[config.mk]
export PLATFORM = sky130hd
export DESIGN_NAME = sist_core
export DESIGN_NICKNAME = d
export VERILOG_FILES = /design/src/rtl/sist_pkg.sv /design/src/rtl/sist_source_bit.sv /design/src/rtl/sist_core.sv
export SDC_FILE = /design/constraint.sdc
export NUM_CORES = 1
export LEC_CHECK = 0
export BUFFER_PORTS_ARGS = -buffer_cell sky130_fd_sc_hd__buf_2
export CAP_MARGIN = 20
export CORE_UTILIZATION = 57
export CTS_CLUSTER_SIZE = 30
export DETAILED_ROUTE_END_ITERATION = 16
export PLACE_DENSITY = 0.89
export RECOVER_POWER = 100
export SYNTH_ARGS = -nofsm -noshare
export SYNTH_HDL_FRONTEND = slang
export SYNTH_SLANG_ARGS = --single-unit
export TNS_END_PERCENT = 100
[constraint.sdc]
create_clock -name clock -period 1.44 [get_ports clock]
set_input_delay 0.288 -clock clock [delete_from_list [all_inputs] [get_ports clock]]
set_output_delay 0.288 -clock clock [all_outputs]
set_load 0.02 [all_outputs]
[src/rtl/sist_pkg.sv]
package sist_pkg;
    // ----------------------------------------
    // Register offsets
    // ----------------------------------------
    localparam logic [7:0] SOURCE_ADDR = 8'h12;
    localparam logic [7:0] CONFIG_ADDR = 8'h13;
    localparam logic [7:0] DATA_STATUS_ADDR = 8'h00;
    localparam logic [7:0] OUT_FIRST_ADDR = 8'h01;
    localparam logic [7:0] OUT_LAST_ADDR = 8'h05;
    localparam logic [7:0] BUFFER_STATUS_ADDR = 8'h0D;

    // ----------------------------------------
    // Source register bit positions
    // ----------------------------------------
    localparam int DATA_READY_BIT = 7;
    localparam int BUFFER_EVENT_BIT = 6;
    localparam int PRESSURE_WINDOW_BIT = 5;
    localparam int TEMP_WINDOW_BIT = 4;
    localparam int PRESSURE_THRESHOLD_BIT = 3;
    localparam int TEMP_THRESHOLD_BIT = 2;
    localparam int PRESSURE_DELTA_BIT = 1;
    localparam int TEMP_DELTA_BIT = 0;
    localparam int SOURCE_COUNT = 8;

    // ----------------------------------------
    // Event configuration fields and resets
    // ----------------------------------------
    localparam int CHANGE_MODE_BIT = 2;
    localparam int PRESSURE_EVENT_BIT = 1;
    localparam int TEMP_EVENT_BIT = 0;
    localparam int CONFIG_WIDTH = 3;
    localparam logic [2:0] CONFIG_RESET = 3'h0;
    localparam logic [7:0] SOURCE_RESET = 8'h00;

    // ----------------------------------------
    // Sample buffer limits
    // ----------------------------------------
    localparam logic [5:0] BUFFER_FULL_COUNT = 6'h20;
    localparam logic [5:0] WATERMARK_OFF = 6'h00;
endpackage

[src/rtl/sist_source_bit.sv]
`timescale 1ns/1ps
module sist_source_bit (
    input wire logic clock,
    input wire logic arst_n,
    input wire logic ce,
    input wire logic cond,
    input wire logic enable,
    input wire logic clear,
    output logic flag
);
    logic cond_prev;
    logic set_now;

    // Rising edge of an enabled condition
    assign set_now = enable & cond & ~cond_prev;

    // Condition history for edge detection
    always_ff @(posedge clock or negedge arst_n) begin
        if (!arst_n) begin
            cond_prev <= 1'h0;
        end else if (ce) begin
            cond_prev <= cond;
        end
    end

    always_ff @(posedge clock or negedge arst_n) begin
        if (!arst_n) begin
            flag <= 1'h0;
        end else if (ce) begin
            flag <= set_now | (flag & ~clear); // Set wins over clear
        end
    end
endmodule

[src/rtl/sist_core.sv]
`timescale 1ns/1ps
module sist_core (
    input wire logic clock,
    input wire logic arst_n,
    input wire logic ce,
    input wire logic [7:0] reg_addr,
    input wire logic reg_rd,
    input wire logic reg_wr,
    input wire logic [7:0] reg_wdata,
    input wire logic [7:0] int_enable,
    input wire logic new_data_flag,
    input wire logic data_overwrite_flag,
    input wire logic [5:0] buffer_sample_count,
    input wire logic [5:0] buffer_watermark_level,
    input wire logic pressure_sample_valid,
    input wire logic [15:0] pressure_value,
    input wire logic [15:0] pressure_target,
    input wire logic [15:0] pressure_window,
    input wire logic temp_sample_valid,
    input wire logic [7:0] temp_value,
    input wire logic [7:0] temp_target,
    input wire logic [7:0] temp_window,
    output logic [7:0] reg_rdata,
    output logic [7:0] interrupt_source_status,
    output logic [2:0] sensor_event_config
);
    // ----------------------------------------
    // Region compare helper
    // ----------------------------------------
    // Returns {above upper, at or above center, at or above lower}
    function automatic logic [2:0] region(input logic [16:0] val, input logic [16:0] tgt,
                                          input logic [16:0] win);
        logic [17:0] upper;
        logic [17:0] v_plus;
        upper = {1'h0, tgt} + {1'h0, win};
        v_plus = {1'h0, val} + {1'h0, win};
        region = {({1'h0, val} > upper), (val >= tgt), (v_plus >= {1'h0, tgt})};
    endfunction

    logic [2:0] p_region;
    logic [2:0] t_region;
    logic [2:0] p_region_prev;
    logic [2:0] t_region_prev;
    logic p_seen;
    logic t_seen;
    logic [15:0] p_last;
    logic [7:0] t_last;
    logic drdy_armed;
    logic fifo_cond;
    logic pw_cond;
    logic tw_cond;
    logic p_cross;
    logic t_cross;
    logic p_event;
    logic t_event;
    logic [7:0] cond;
    logic [7:0] clear;
    logic rd_source;
    logic rd_out;

    // ----------------------------------------
    // Event conditions
    // ----------------------------------------
    assign p_region = region({1'h0, pressure_value}, {1'h0, pressure_target},
                             {1'h0, pressure_window});
    assign t_region = region({9'h000, temp_value}, {9'h000, temp_target},
                             {9'h000, temp_window});

    assign fifo_cond = (buffer_sample_count == sist_pkg::BUFFER_FULL_COUNT)
        | ((buffer_watermark_level != sist_pkg::WATERMARK_OFF)
           & (buffer_sample_count == buffer_watermark_level));

    assign pw_cond = (pressure_window != 16'h0000) & p_region[0] & ~p_region[2];
    assign tw_cond = (temp_window != 8'h00) & t_region[0] & ~t_region[2];

    assign p_cross = pressure_sample_valid & p_seen & ((pressure_window == 16'h0000) ?
        (p_region[1] != p_region_prev[1]) : (p_region != p_region_prev));
    assign t_cross = temp_sample_valid & t_seen & ((temp_window == 8'h00) ?
        (t_region[1] != t_region_prev[1]) : (t_region != t_region_prev));

    // only on value change or on the first sample in mode 1
    assign p_event = pressure_sample_valid & sensor_event_config[sist_pkg::PRESSURE_EVENT_BIT]
        & (~sensor_event_config[sist_pkg::CHANGE_MODE_BIT] | ~p_seen
           | (pressure_value != p_last));
    assign t_event = temp_sample_valid & sensor_event_config[sist_pkg::TEMP_EVENT_BIT]
        & (~sensor_event_config[sist_pkg::CHANGE_MODE_BIT] | ~t_seen
           | (temp_value != t_last));

    // Condition vector in source bit order
    always_comb begin
        cond = 8'h00;
        cond[sist_pkg::DATA_READY_BIT] = new_data_flag | data_overwrite_flag;
        cond[sist_pkg::BUFFER_EVENT_BIT] = fifo_cond;
        cond[sist_pkg::PRESSURE_WINDOW_BIT] = pw_cond;
        cond[sist_pkg::TEMP_WINDOW_BIT] = tw_cond;
        cond[sist_pkg::PRESSURE_THRESHOLD_BIT] = p_cross;
        cond[sist_pkg::TEMP_THRESHOLD_BIT] = t_cross;
        // change events in bits 1 and 0
        cond[sist_pkg::PRESSURE_DELTA_BIT] = p_event;
        cond[sist_pkg::TEMP_DELTA_BIT] = t_event;
    end

    // ----------------------------------------
    // Read side effects
    // ----------------------------------------
    assign rd_source = reg_rd & (reg_addr == sist_pkg::SOURCE_ADDR);
    assign rd_out = reg_rd & (reg_addr >= sist_pkg::OUT_FIRST_ADDR)
        & (reg_addr <= sist_pkg::OUT_LAST_ADDR);

    // Clear strobes per source bit
    always_comb begin
        clear = {8{rd_source}};
        clear[sist_pkg::DATA_READY_BIT] = drdy_armed & rd_out;
        clear[sist_pkg::BUFFER_EVENT_BIT] = reg_rd
            & (reg_addr == sist_pkg::BUFFER_STATUS_ADDR);
    end

    // Data-ready clear sequence tracker
    always_ff @(posedge clock or negedge arst_n) begin
        if (!arst_n) begin
            drdy_armed <= 1'h0;
        end else if (ce) begin
            if (reg_rd && reg_addr == sist_pkg::DATA_STATUS_ADDR) begin
                drdy_armed <= 1'h1;
            end else if (rd_out) begin
                drdy_armed <= 1'h0;
            end
        end
    end

    // ----------------------------------------
    // Sample history
    // ----------------------------------------
    // Last pressure region and value
    always_ff @(posedge clock or negedge arst_n) begin
        if (!arst_n) begin
            p_seen <= 1'h0;
            p_region_prev <= 3'h0;
            p_last <= 16'h0000;
        end else if (ce && pressure_sample_valid) begin
            p_seen <= 1'h1;
            p_region_prev <= p_region;
            p_last <= pressure_value;
        end
    end

    // Last temperature region and value
    always_ff @(posedge clock or negedge arst_n) begin
        if (!arst_n) begin
            t_seen <= 1'h0;
            t_region_prev <= 3'h0;
            t_last <= 8'h00;
        end else if (ce && temp_sample_valid) begin
            t_seen <= 1'h1;
            t_region_prev <= t_region;
            t_last <= temp_value;
        end
    end

    // ----------------------------------------
    // Source bits
    // ----------------------------------------
    for (genvar i = 0; i < sist_pkg::SOURCE_COUNT; i++) begin : g_src
        sist_source_bit u_bit (
            .clock(clock),
            .arst_n(arst_n),
            .ce(ce),
            .cond(cond[i]),
            .enable(int_enable[i]),
            .clear(clear[i]),
            .flag(interrupt_source_status[i])
        );
    end

    // ----------------------------------------
    // Register port
    // ----------------------------------------
    // Event configuration register
    always_ff @(posedge clock or negedge arst_n) begin
        if (!arst_n) begin
            sensor_event_config <= sist_pkg::CONFIG_RESET;
        end else if (ce && reg_wr && reg_addr == sist_pkg::CONFIG_ADDR) begin
            sensor_event_config <= reg_wdata[sist_pkg::CONFIG_WIDTH-1:0];
        end
    end

    // Registered read data
    always_ff @(posedge clock or negedge arst_n) begin
        if (!arst_n) begin
            reg_rdata <= 8'h00;
        end else if (ce && reg_rd) begin
            case (reg_addr)
                sist_pkg::SOURCE_ADDR: reg_rdata <= interrupt_source_status;
                sist_pkg::CONFIG_ADDR: reg_rdata <= {5'h00, sensor_event_config};
                default: reg_rdata <= 8'h00;
            endcase
        end
    end
endmodule

==> results summary, run 1 <==
The synthesized netlist occupies a cell area of ~0.0066 mm2. The tool reported: "[ERROR GRT-0116] Global routing finished with congestion. Check the congestion regions in the DRC Viewer". The post-synthesis average cell area came out at approximately 9 um2. The depth of the CTS H-tree is 3.

The die is between 100 and 150 um tall. The detailed placer's ending HPWL is 18,800 um. The number of sinks driven by the clock tree is 60. For this run the aggregate overflow at the end of global routing stands at 73.

The tree is rooted in a clkbuf_16. The count of buffers from port buffering came out at 130. The boundary pin count is ~140. The count of synthesis-stage warnings from yosys came out at 0. The share of synthesized area occupied by flip-flops and latches is between 20% and 30%. The number of nets in the synthesized netlist came out at 982. Clock tree synthesis inserted a total of 9 buffers. The number of synthesized flops with an enable pin came out at 0.

The initial utilization of the core area, before any placement, comes to 59.5%. The share of flip-flops with an asynchronous set or reset after synthesis came out at between 90% and 100%. The wire length of the first global-routing pass came out at 63,900 um.

The number of global-route vias before repair came out at 10,600. Counting flops and latches in the post-synthesis netlist gives 60. The maximum number of pins on one net before global-route repair came out at 61.

The overall fraction of global-route tracks in use is approximately 73%. The deepest clock path buffer count is 2. Once placement completed, the tool counted placed cells totaling roughly 1,200.

The number of standard cells after synthesis came out at 741. The flow did not finish. Among all flip-flop cells after synthesis, the most frequent one is dfrtp_1.

Routability-driven placement finished with a final weighted congestion of 0.945. The flow stopped in global routing. The total number of placement rows is 38. The width of the chip is around 110 um. The number of different library cells in the post-synthesis netlist is 62.
-- stage by stage --
step | utilization, % | hold slack, ns | setup WS [ns] | area (um2)
2_1_floorplan | - | -0.00759 | -2.14 | 6810
3_3_place_gp | 81.8 | 0.311 | -2.52 | 9020
3_5_place_dp | 81.8 | 0.320 | -2.80 | 9020
4_1_cts | 91.2 | 0.193 | -2.25 | 10100
-- repair_timing --
| action | CTS |
|---|---|
| gates resized for setup | 137 |
| hold buffers | 1 |
| endpoints found under the hold margin | 60 |
| setup buffers | 21 |
| endpoints found under the setup margin | 29 |
| pin swaps | 96 |
| cloned | 0 |
-- routing by layer --
layer	overflow	GRT usage, %
met5	0	9.38
met1	0	71.1
met3	1	56.8
met4	35	79.7
met2	37	92.3
-- logic make-up after synthesis --
family	Yosys count	share of synthesized area, %
multiplexers	26	4.46
adder cells (fa/ha/maj)	124	24.1
AO/OA/AOI/OAI	188	19.1
XOR/XNOR	69	9.21
buffers and inverters	79	4.99
AND/OR/NAND/NOR	195	15.3
flip-flops	60	22.9
-- cells in the mapped netlist (3+ instances only) --
cell | instances | area, um2
nand2_1 | 47 | 176
o31ai_1 | 7 | 52.6
or3_1 | 3 | 18.8
nand2b_1 | 6 | 37.5
nand4_1 | 19 | 119
a211oi_1 | 9 | 67.6
fa_1 | 4 | 80.1
a2111oi_0 | 3 | 26.3
o211ai_1 | 7 | 52.6
o2111ai_1 | 4 | 35.0
mux2_2 | 26 | 293
nand3_1 | 13 | 65.1
nor4_1 | 10 | 62.6
a222oi_1 | 3 | 30.0
buf_4 | 8 | 60.1
dfrtp_1 | 60 | 1500
a21o_1 | 21 | 158
ha_1 | 120 | 1500
nand4b_1 | 3 | 26.3
xor2_1 | 25 | 219
o21ai_0 | 40 | 200
o21a_1 | 6 | 45.0
nor2_1 | 40 | 150
a21oi_1 | 44 | 220
o21bai_1 | 9 | 67.6
a211o_1 | 3 | 26.3
or4_1 | 3 | 22.5
inv_1 | 63 | 236
clkbuf_1 | 7 | 26.3
xnor2_1 | 44 | 385
or2_2 | 4 | 25.0
nor3b_1 | 3 | 22.5
a22o_1 | 5 | 43.8
and3_1 | 4 | 25.0
and2_1 | 5 | 31.3
nor2b_1 | 7 | 43.8
nor3_1 | 20 | 100
a31oi_1 | 5 | 31.3
==> run 2: changes to the inputs <==
--- a/config.mk
+++ b/config.mk
@@ -7,10 +7,9 @@
 export LEC_CHECK = 0
 export BUFFER_PORTS_ARGS = -buffer_cell sky130_fd_sc_hd__buf_2
 export CAP_MARGIN = 20
-export CORE_UTILIZATION = 57
-export CTS_CLUSTER_SIZE = 30
+export CORE_UTILIZATION = 40
 export DETAILED_ROUTE_END_ITERATION = 16
-export PLACE_DENSITY = 0.89
+export PLACE_DENSITY_LB_ADDON = 0.15
 export RECOVER_POWER = 100
 export SYNTH_ARGS = -nofsm -noshare
 export SYNTH_HDL_FRONTEND = slang
==> run 2 against run 1 <==
Compared with the run above:
- synthesized cell count unchanged
- the flow now finishes, with violations (negative setup slack)
- area after synthesis unchanged
==> results summary, run 2 <==
The worst supply voltage drop on vdd is between 0.4 and 0.5 mV. The final RePlAce weighted congestion is approximately 0.86. The HPWL after detailed placement is about 17,000 um. The wire length of the first global-routing pass is around 33,000 um. The count of max-cap constraint violations came out at 0. The fraction of power spent switching nets came out at 34.5%.

Once detail routing completed, the nets flagged for antenna violations numbered 0. The largest register by flop count is p_last. The critical path is of the input port to register type. The run finished, with violations left. The slowest library cell on the worst path is or4b_4. The initial antenna violation count came out at 0. The worst clock skew came out at between 0.006 and 0.007 ns. The total CTS buffers is 9. The number of cells in the design after placement is between 1,000 and 1,500. The share of flip-flops with an asynchronous set or reset after synthesis came out at between 90% and 100%. The period utilization came out at 251%. The pin slew with the least headroom to its limit is approximately 0.82 ns. The endpoint required time on the critical path is 1.63 ns. between 100 and 150 I/O pins were placed. The internal power consumption is 5.41 mW. The post-route standard cell area excluding fillers is 0.0103 mm2. The number of failing setup endpoints in the final timing report is 43. The number of nets in the synthesized netlist is slightly below 1,000. The critical path capture point type is a register. The portion of total power attributed to the clock network came out at 25.9%. The top-area cell type share of the netlist area is around 23%. TritonCTS built the clock tree. The via count normalized by instance count is 5.28.

The most common cell in the synthesized netlist is ha_1. The post-detailed-route DRC marker count is 0. The arrival time of data at the critical path endpoint is roughly 3.8 ns. The number of sinks driven by the clock tree came out at 60. Fill cells in the final layout number between 1,000 and 1,500.

The ratio of cells with drive above 1 in the final layout is 45.3%. In this run the power spent charging and discharging nets is around 2.8 mW. Setup repair after global routing could not meet its margin everywhere.

Counting along the longest clock path gives a buffer depth of 2. The shortest clock period the worst path allows after layout is between 3 and 4 ns. The overall fraction of global-route tracks in use is about 25%.

By area the synthesized netlist is led by dfrtp_1 23%, ha_1 23%, xnor2_1 5.9%. The count of inserted antenna diode cells is 0. The setup slack after layout is -2.18 ns.

The share of synthesized area occupied by flip-flops and latches is between 20 and 25%. The non-filler instance count after layout is 1,305. For this run, the slowest stage of the critical path takes around 0.54 ns. The total number of placement rows came out at 46. The post-synthesis average cell area came out at between 8 and 9 um2. The largest fanout on the critical path came out at 3. The clock network latency to the later pin of the worst-skew pair is between 0.3 and 0.4 ns. The tightest min-delay check is of the input port to register type. Summing over every cut layer, the via total after detailed routing is between 6,000 and 7,000. The biggest area contributor in the post-synthesis netlist is dfrtp_1. The number of flip-flops and latches in the synthesized netlist came out at 60. The starting DRC count in detailed routing came out at 215. In this design, the largest share of critical-path delay is due to compound AO/OA/AOI/OAI gates. The maximum number of pins on one net before global-route repair came out at 61. The count of buffers from port buffering is 130. The area used by multi-input combinational logic came out at between 0.005 and 0.006 mm2. The floorplan step defined a core boundary enclosing about 0.016 mm2.

The primary flip-flop cell chosen by synthesis mapping is dfrtp_1. After clock tree synthesis, the clock-pin slew on the worst setup and hold paths is ~0.050 ns. Counting instances in the post-synthesis netlist gives the leading cell types as 120 x ha_1, 63 x inv_1, 60 x dfrtp_1, 47 x nand2_1. The number of global-route vias before repair is slightly below 7,000. The count of synthesis-stage warnings from yosys came out at 0.

Counting stages on the worst path, the most repeated cell is ha_4. In this run the cell area measured after placement is roughly 0.009 mm2. In the layout the commonest cells are 191 x buf_4, 97 x ha_1, 93 x buf_2. The wire length reported by the detailed router came out at about 21,000 um.

The sum of buffers and inverters on the critical path came out at 1. The depth of the CTS H-tree came out at 3. For this run the aggregate overflow at the end of global routing stands at 0. The synthesized netlist occupies a cell area of roughly 0.0066 mm2. Once the floorplan was initialized, standard cells occupied about two fifths of the core. The first detailed-routing pass ran for 4 iterations.

The net count of the finished layout came out at 1,325. The signal on the critical path passes through buf_8 -> ha_4 -> a21o_1 -> a21oi_2 -> o21a_1 -> o31ai_4 -> o41a_1 -> or4b_4 -> nand3_2 -> ha_4 -> nor3_4 -> nor2_2 -> a22oi_2 -> and2_4 -> o2111ai_2 -> a221oi_2 -> o221ai_1. The library cell used most frequently in the layout, excluding fill and tap cells, is buf_4.

The part of the power in registers is 24.9%. Across the whole layout, storage elements account for approximately 0.0015 mm2. The detail-routed net length per standard cell is roughly 16 um.

Combinational logic burns 49.2% of the power. The number of synthesized flops with an enable pin came out at 0. The flip-flop count of the largest register after layout came out at 16. The floorplan step defined a die boundary enclosing 0.0169 mm2. The leakage power summed over all cells is 4.97 nW. Synthesis produced a netlist whose cell count is between 700 and 800. The final reports fail on negative setup slack. STA classifies the critical path startpoint as an input port. The hold violation total from the final report is 0.

The width of the chip came out at between 100 and 150 um. The signed area change from the synthesized netlist to the final layout is 56.5%. The height of the die is 130 um. The relative max-transition margin came out at a little under half. For this run, the top clock speed supported by timing is 0.277 GHz.

In this run the power density over the cells is ~800 mW/mm2. The root buffer cell chosen for the clock tree is clkbuf_16. The number of pins with negative max-slew slack in the final report is 0. The number of different library cells in the post-synthesis netlist is 62.
-- run 2: what timing repair did --
| action | in CTS | in global routing |
|---|---|---|
| setup endpoints to repair | 28 | 30 |
| setup buffers | 12 | 6 |
| hold buffers | 1 | 0 |
| hold endpoints to repair | 60 | 0 |
| gates resized for setup | 136 | 34 |
| pin swaps | 77 | 32 |
-- run 2: final timing paths --
path                                          start                        to  slack [ns]  cells after the start
max                              pressure_window[1]       g_src[3].u_bit.flag       -2.18                     17
min                                   int_enable[4]       g_src[4].u_bit.flag        0.20                      3
max reg2reg                              p_last[10]  g_src[1].u_bit.cond_prev       -0.12                      7
max in group asynchronous                    arst_n                 t_last[6]        0.18                      3
min reg2reg                g_src[7].u_bit.cond_prev       g_src[7].u_bit.flag        0.46                      1
min in group asynchronous                    arst_n  g_src[6].u_bit.cond_prev        0.71                      3
-- run 2: cell type report --
class	count	share of cell area, %
multi-input cells	602	53.1
repair buffers	348	24.2
flip-flops and latches	60	14.6
well taps	216	2.63
clock buffers	12	2.50
inverters	63	2.50
clock inverters	4	0.463
-- run 2: cells by family (layout without fill, tap and decap cells) --
family	Yosys count	after routing	share of synthesized area (%)
buffers and inverters	79	427	4.99
adders and majority gates	124	124	24.1
and+or+nand+nor	195	195	15.3
AOI/OAI and AO/OA	188	188	19.1
xor gates and xnor gates	69	69	9.21
muxes	26	26	4.46
DFF	60	60	22.9
-- run 2: tightest hold or removal path: stages --
cell	delay, ns
buf_2	0.10
nand2_1	0.05
o21ai_1	0.06
-- run 2: routing by layer --
metal	wire (um)	GRT usage [%]
met5	0	0
met4	331	5.88
met3	635	2.58
met1	9530	32.1
met2	10600	44.7
-- run 2: per-stage QoR --
| step | worst slack, ns | power, mW | hold slack (ns) | TNS (ns) | util (%) |
|---|---|---|---|---|---|
| after detailed placement | -2.72 | 5.59 | 0.328 | -34.12 | 57.7 |
| after global routing | -2.30 | 8.82 | 0.188 | -26.01 | 64.5 |
| after global placement | -2.60 | 5.45 | 0.320 | -32.21 | 57.7 |
| after floorplan | -2.14 | 4.13 | -0.00759 | -21.51 | - |
| final | -2.18 | 8.25 | 0.200 | -22.40 | 64.5 |
| after CTS | -2.19 | 8.16 | 0.185 | -21.84 | 63.9 |
-- run 2: power groups by stage --
stage / sequential [mW] / combinational [mW] / clock (mW)
after floorplan: 2.04 / 2.09 / 0
after global placement: 2.06 / 3.40 / 0
after detailed placement: 2.07 / 3.52 / 0
after CTS: 2.06 / 3.94 / 2.17
after global routing: 2.08 / 4.48 / 2.25
final: 2.06 / 4.06 / 2.13
No activity file was read; power rests on OpenSTA's default activity.
==> run 3: changes to the inputs <==
--- a/config.mk
+++ b/config.mk
@@ -7,9 +7,10 @@
 export LEC_CHECK = 0
 export BUFFER_PORTS_ARGS = -buffer_cell sky130_fd_sc_hd__buf_2
 export CAP_MARGIN = 20
+export CORE_ASPECT_RATIO = 2
 export CORE_UTILIZATION = 40
 export DETAILED_ROUTE_END_ITERATION = 16
-export PLACE_DENSITY_LB_ADDON = 0.15
+export PLACE_DENSITY = 0.59
 export RECOVER_POWER = 100
 export SYNTH_ARGS = -nofsm -noshare
 export SYNTH_HDL_FRONTEND = slang
==> run 3 against run 2 <==
Compared with the run above:
- the run still ends with negative setup slack left
- first-iteration DRC count fell by 37%
- via count up 1.0%
- largest power group unchanged
- critical endpoint unchanged
- cell count decreased by 0.38%
- sequential power about the same
==> results summary, run 3 (same netlist as run 2, synthesis figures left out) <==
The flow ran to the end, but the final reports show violations. The final reports fail on negative setup slack. The cell count of the worst reg-to-reg path came out at 6. The top achievable clock speed came out at between 0.2 and 0.3 GHz. The total number of vias came out at 6,963. The global routing usage on met3 came out at 2.57%.

For this run, global-route usage on met1 was measured as 23.1%. Walking the worst path, the cells encountered are buf_8 -> ha_4 -> a21o_1 -> a21oi_2 -> o21a_2 -> o31ai_4 -> o41a_1 -> buf_6 -> buf_6 -> xor2_2 -> ha_1 -> nand4_1 -> nor3_2 -> buf_4 -> a31oi_4 -> nand4_1 -> o311ai_2 -> a221oi_2 -> o221ai_1. The finished cells cover 0.0104 mm2. The origin of the worst min-delay path is reg_wdata[0].

The worst reg-to-reg setup slack is -0.11 ns. The via count normalized by instance count came out at roughly 5.4. The hold violation total from the final report was 0. The path with the worst hold slack has its endpoint at sensor_event_config[0]. In this run the critical register-to-register path is launched from p_last[4].

The number of sinks driven by the clock tree is 60. The clock network latency to the later pin of the worst-skew pair is ~0.32 ns. The total CTS buffers is 9. TritonCTS built the clock tree.

The met2 track utilization from global routing came out at a little under three fifths. The register with the most flip-flops in the layout has 16 of them. The worst reg2reg path endpoint is g_src[1].u_bit.cond_prev. The post-detailed-placement cell area came out at around 0.0092 mm2.

Ranked by flip-flop count, first place goes to p_last. The detail-routed net length per standard cell came out at ~17 um. The leakage power summed over all cells came out at between 5 and 6 nW. The delay of the slowest cell on the worst path came out at ~0.43 ns.

Setup repair after global routing could not meet its margin everywhere. The CTS root buffer is clkbuf_16. The worst supply voltage drop on vdd is a little over 0.9 mV.

Once detailed placement completed, the half-perimeter wirelength came to roughly 18,000 um. The post-detailed-route DRC marker count is 0. The shortest clock period the worst path allows after layout came out at approximately 3.6 ns. The class of the tightest hold or removal check is input port to register.

The height of the die is about 180 um. The library cell used most frequently in the layout, excluding fill and tap cells, is buf_4. The setup slack after layout is -2.14 ns. The fill cell total of the finished layout is 1,414. In this run the number of H-tree levels came out at 3. The first-pass iteration count of the detailed router is 7.

The peak-usage layer in the global routing report is met2. Relative to the synthesized area, the layout overhead comes to 58.2%. The number of failing setup endpoints in the final timing report came out at 29. Clock skew on the completed layout was measured at 0.00484 ns.

The multi-input combinational cells in the finished layout cover a total of 0.00552 mm2. The final RePlAce weighted congestion came out at 0.936. By startpoint and endpoint, the worst setup path is classified as input port to register. The largest fanout on the critical path is 3. The core footprint is roughly 0.016 mm2.

Clock-pin slew was measured on the worst setup and hold paths at about 0.05 ns. The maximum number of pins on one net before global-route repair is 61. The initial antenna violation count is 0. The non-filler instance count after layout came out at approximately 1,300. The total overflow reported by the global router came out at 0.

The post-detailed-route count of antenna-violating nets came out at 0. At the worst endpoint, the required time is between 1.5 and 2 ns. Across the run, the number of max-cap violations was 0. The number of pins with negative max-slew slack in the final report is 0. The die area came out at between 0.015 and 0.02 mm2.

The number of global-route vias before repair is between 7,000 and 8,000. The slowest stage of the critical path belongs to the cell o41a_1. The starting DRC count in detailed routing came out at ~140.

The overall fraction of global-route tracks in use came out at a little over a quarter. For the pin with the worst max-slew slack, the measured transition is ~0.84 ns. Power spread over the standard cell area amounts to 807 mW/mm2.

The library cells used most frequently in the layout, excluding fill and tap cells, are 201 x buf_4, 98 x ha_1, 95 x buf_2. The worst setup path is launched from an input port. The width of the chip came out at ~93 um. The ratio of cells with drive above 1 in the final layout is 46.0%.

The arrival time of data at the critical path endpoint is approximately 3.8 ns. The wire length reported by the detailed router came out at between 20,000 and 25,000 um. For this configuration, the core starts out at a cell density of 41.2%.

The number of cells in the design after placement came out at around 1,300. The net count of the finished layout came out at between 1,000 and 1,500. The final core utilization is between 60% and 70%. The critical path capture point type is a register. The worst hold path cell count is 2.

The total number of placement rows came out at 65. The count of buffers from port buffering is 130. The count of inserted antenna diode cells is 0.

The period utilization is 248%. The clock passes through at most 2 buffers. The boundary pin count came out at around 140.

Summing all flip-flop and latch instances after layout gives between 0.0015 and 0.002 mm2. The wire length of the first global-routing pass is around 34,000 um. The worst pin sits at a relative slew slack of 44.2%.
-- run 3: cell types whose count changed in the layout (fill, tap and decap cells not counted), moves of 3 or more --
cell     previous run  this run
buf_4             191       201
buf_6              34        31
nand2_1            40        43
nand2_2             6         2
xor2_1             24        21
xor2_2              1         4
-- run 3: cell type report --
class	count	share of cell area, %
clock buffer	11	2.43
clock inverter	4	0.470
inverter	63	2.52
multi-input combinational	602	53.1
sequential	60	14.5
tap	201	2.42
timing repair buffer	359	24.6
-- run 3: repair_timing --
action | 4_1_cts | 5_1_grt
hold buffers | 1 | 0
resized for setup | 124 | 57
hold endpoints to repair | 60 | 0
pin swaps | 81 | 58
endpoints found under the setup margin | 28 | 29
setup buffers | 15 | 12
-- run 3: critical path: cells and delay by family --
kind	cells	cell delay, ns
AO/OA/AOI/OAI	9	1.67
XOR/XNOR	1	0.15
adder cells (fa/ha/maj)	2	0.52
buffers and inverters	4	0.55
AND/OR/NAND/NOR	3	0.58
-- run 3: worst max-delay path by stage --
stage                                to               start  slack (ns)
finish              g_src[3].u_bit.flag  pressure_window[1]       -2.14
global route        g_src[3].u_bit.flag  pressure_window[1]       -2.26
CTS                 g_src[3].u_bit.flag  pressure_window[1]       -2.15
detailed placement  g_src[3].u_bit.flag   pressure_value[1]       -2.77
global placement    g_src[3].u_bit.flag   pressure_value[1]       -2.72
floorplan           g_src[3].u_bit.flag   pressure_value[1]       -2.14
-- run 3: metal layers --
metal	up-vias	routed length [um]
li1	3442	-
met1	3296	7060
met2	157	12900
met3	68	502
met4	0	1440
met5	-	0
-- run 3: report_power, final --
group / internal [mW] / switching (mW)
combinational: 2.14 / 2.06
sequential: 1.90 / 0.154
clock: 1.42 / 0.713
-- run 3: through the flow --
stage / setup TNS (ns) / power [mW] / hold WS [ns] / worst slack [ns]
2_1_floorplan: -21.51 / 4.13 / -0.00759 / -2.14
3_3_place_gp: -33.01 / 5.62 / 0.319 / -2.72
3_5_place_dp: -33.65 / 5.67 / 0.320 / -2.77
4_1_cts: -20.62 / 8.26 / 0.185 / -2.15
5_1_grt: -24.32 / 8.94 / 0.191 / -2.26
6_report: -21.40 / 8.38 / 0.198 / -2.14
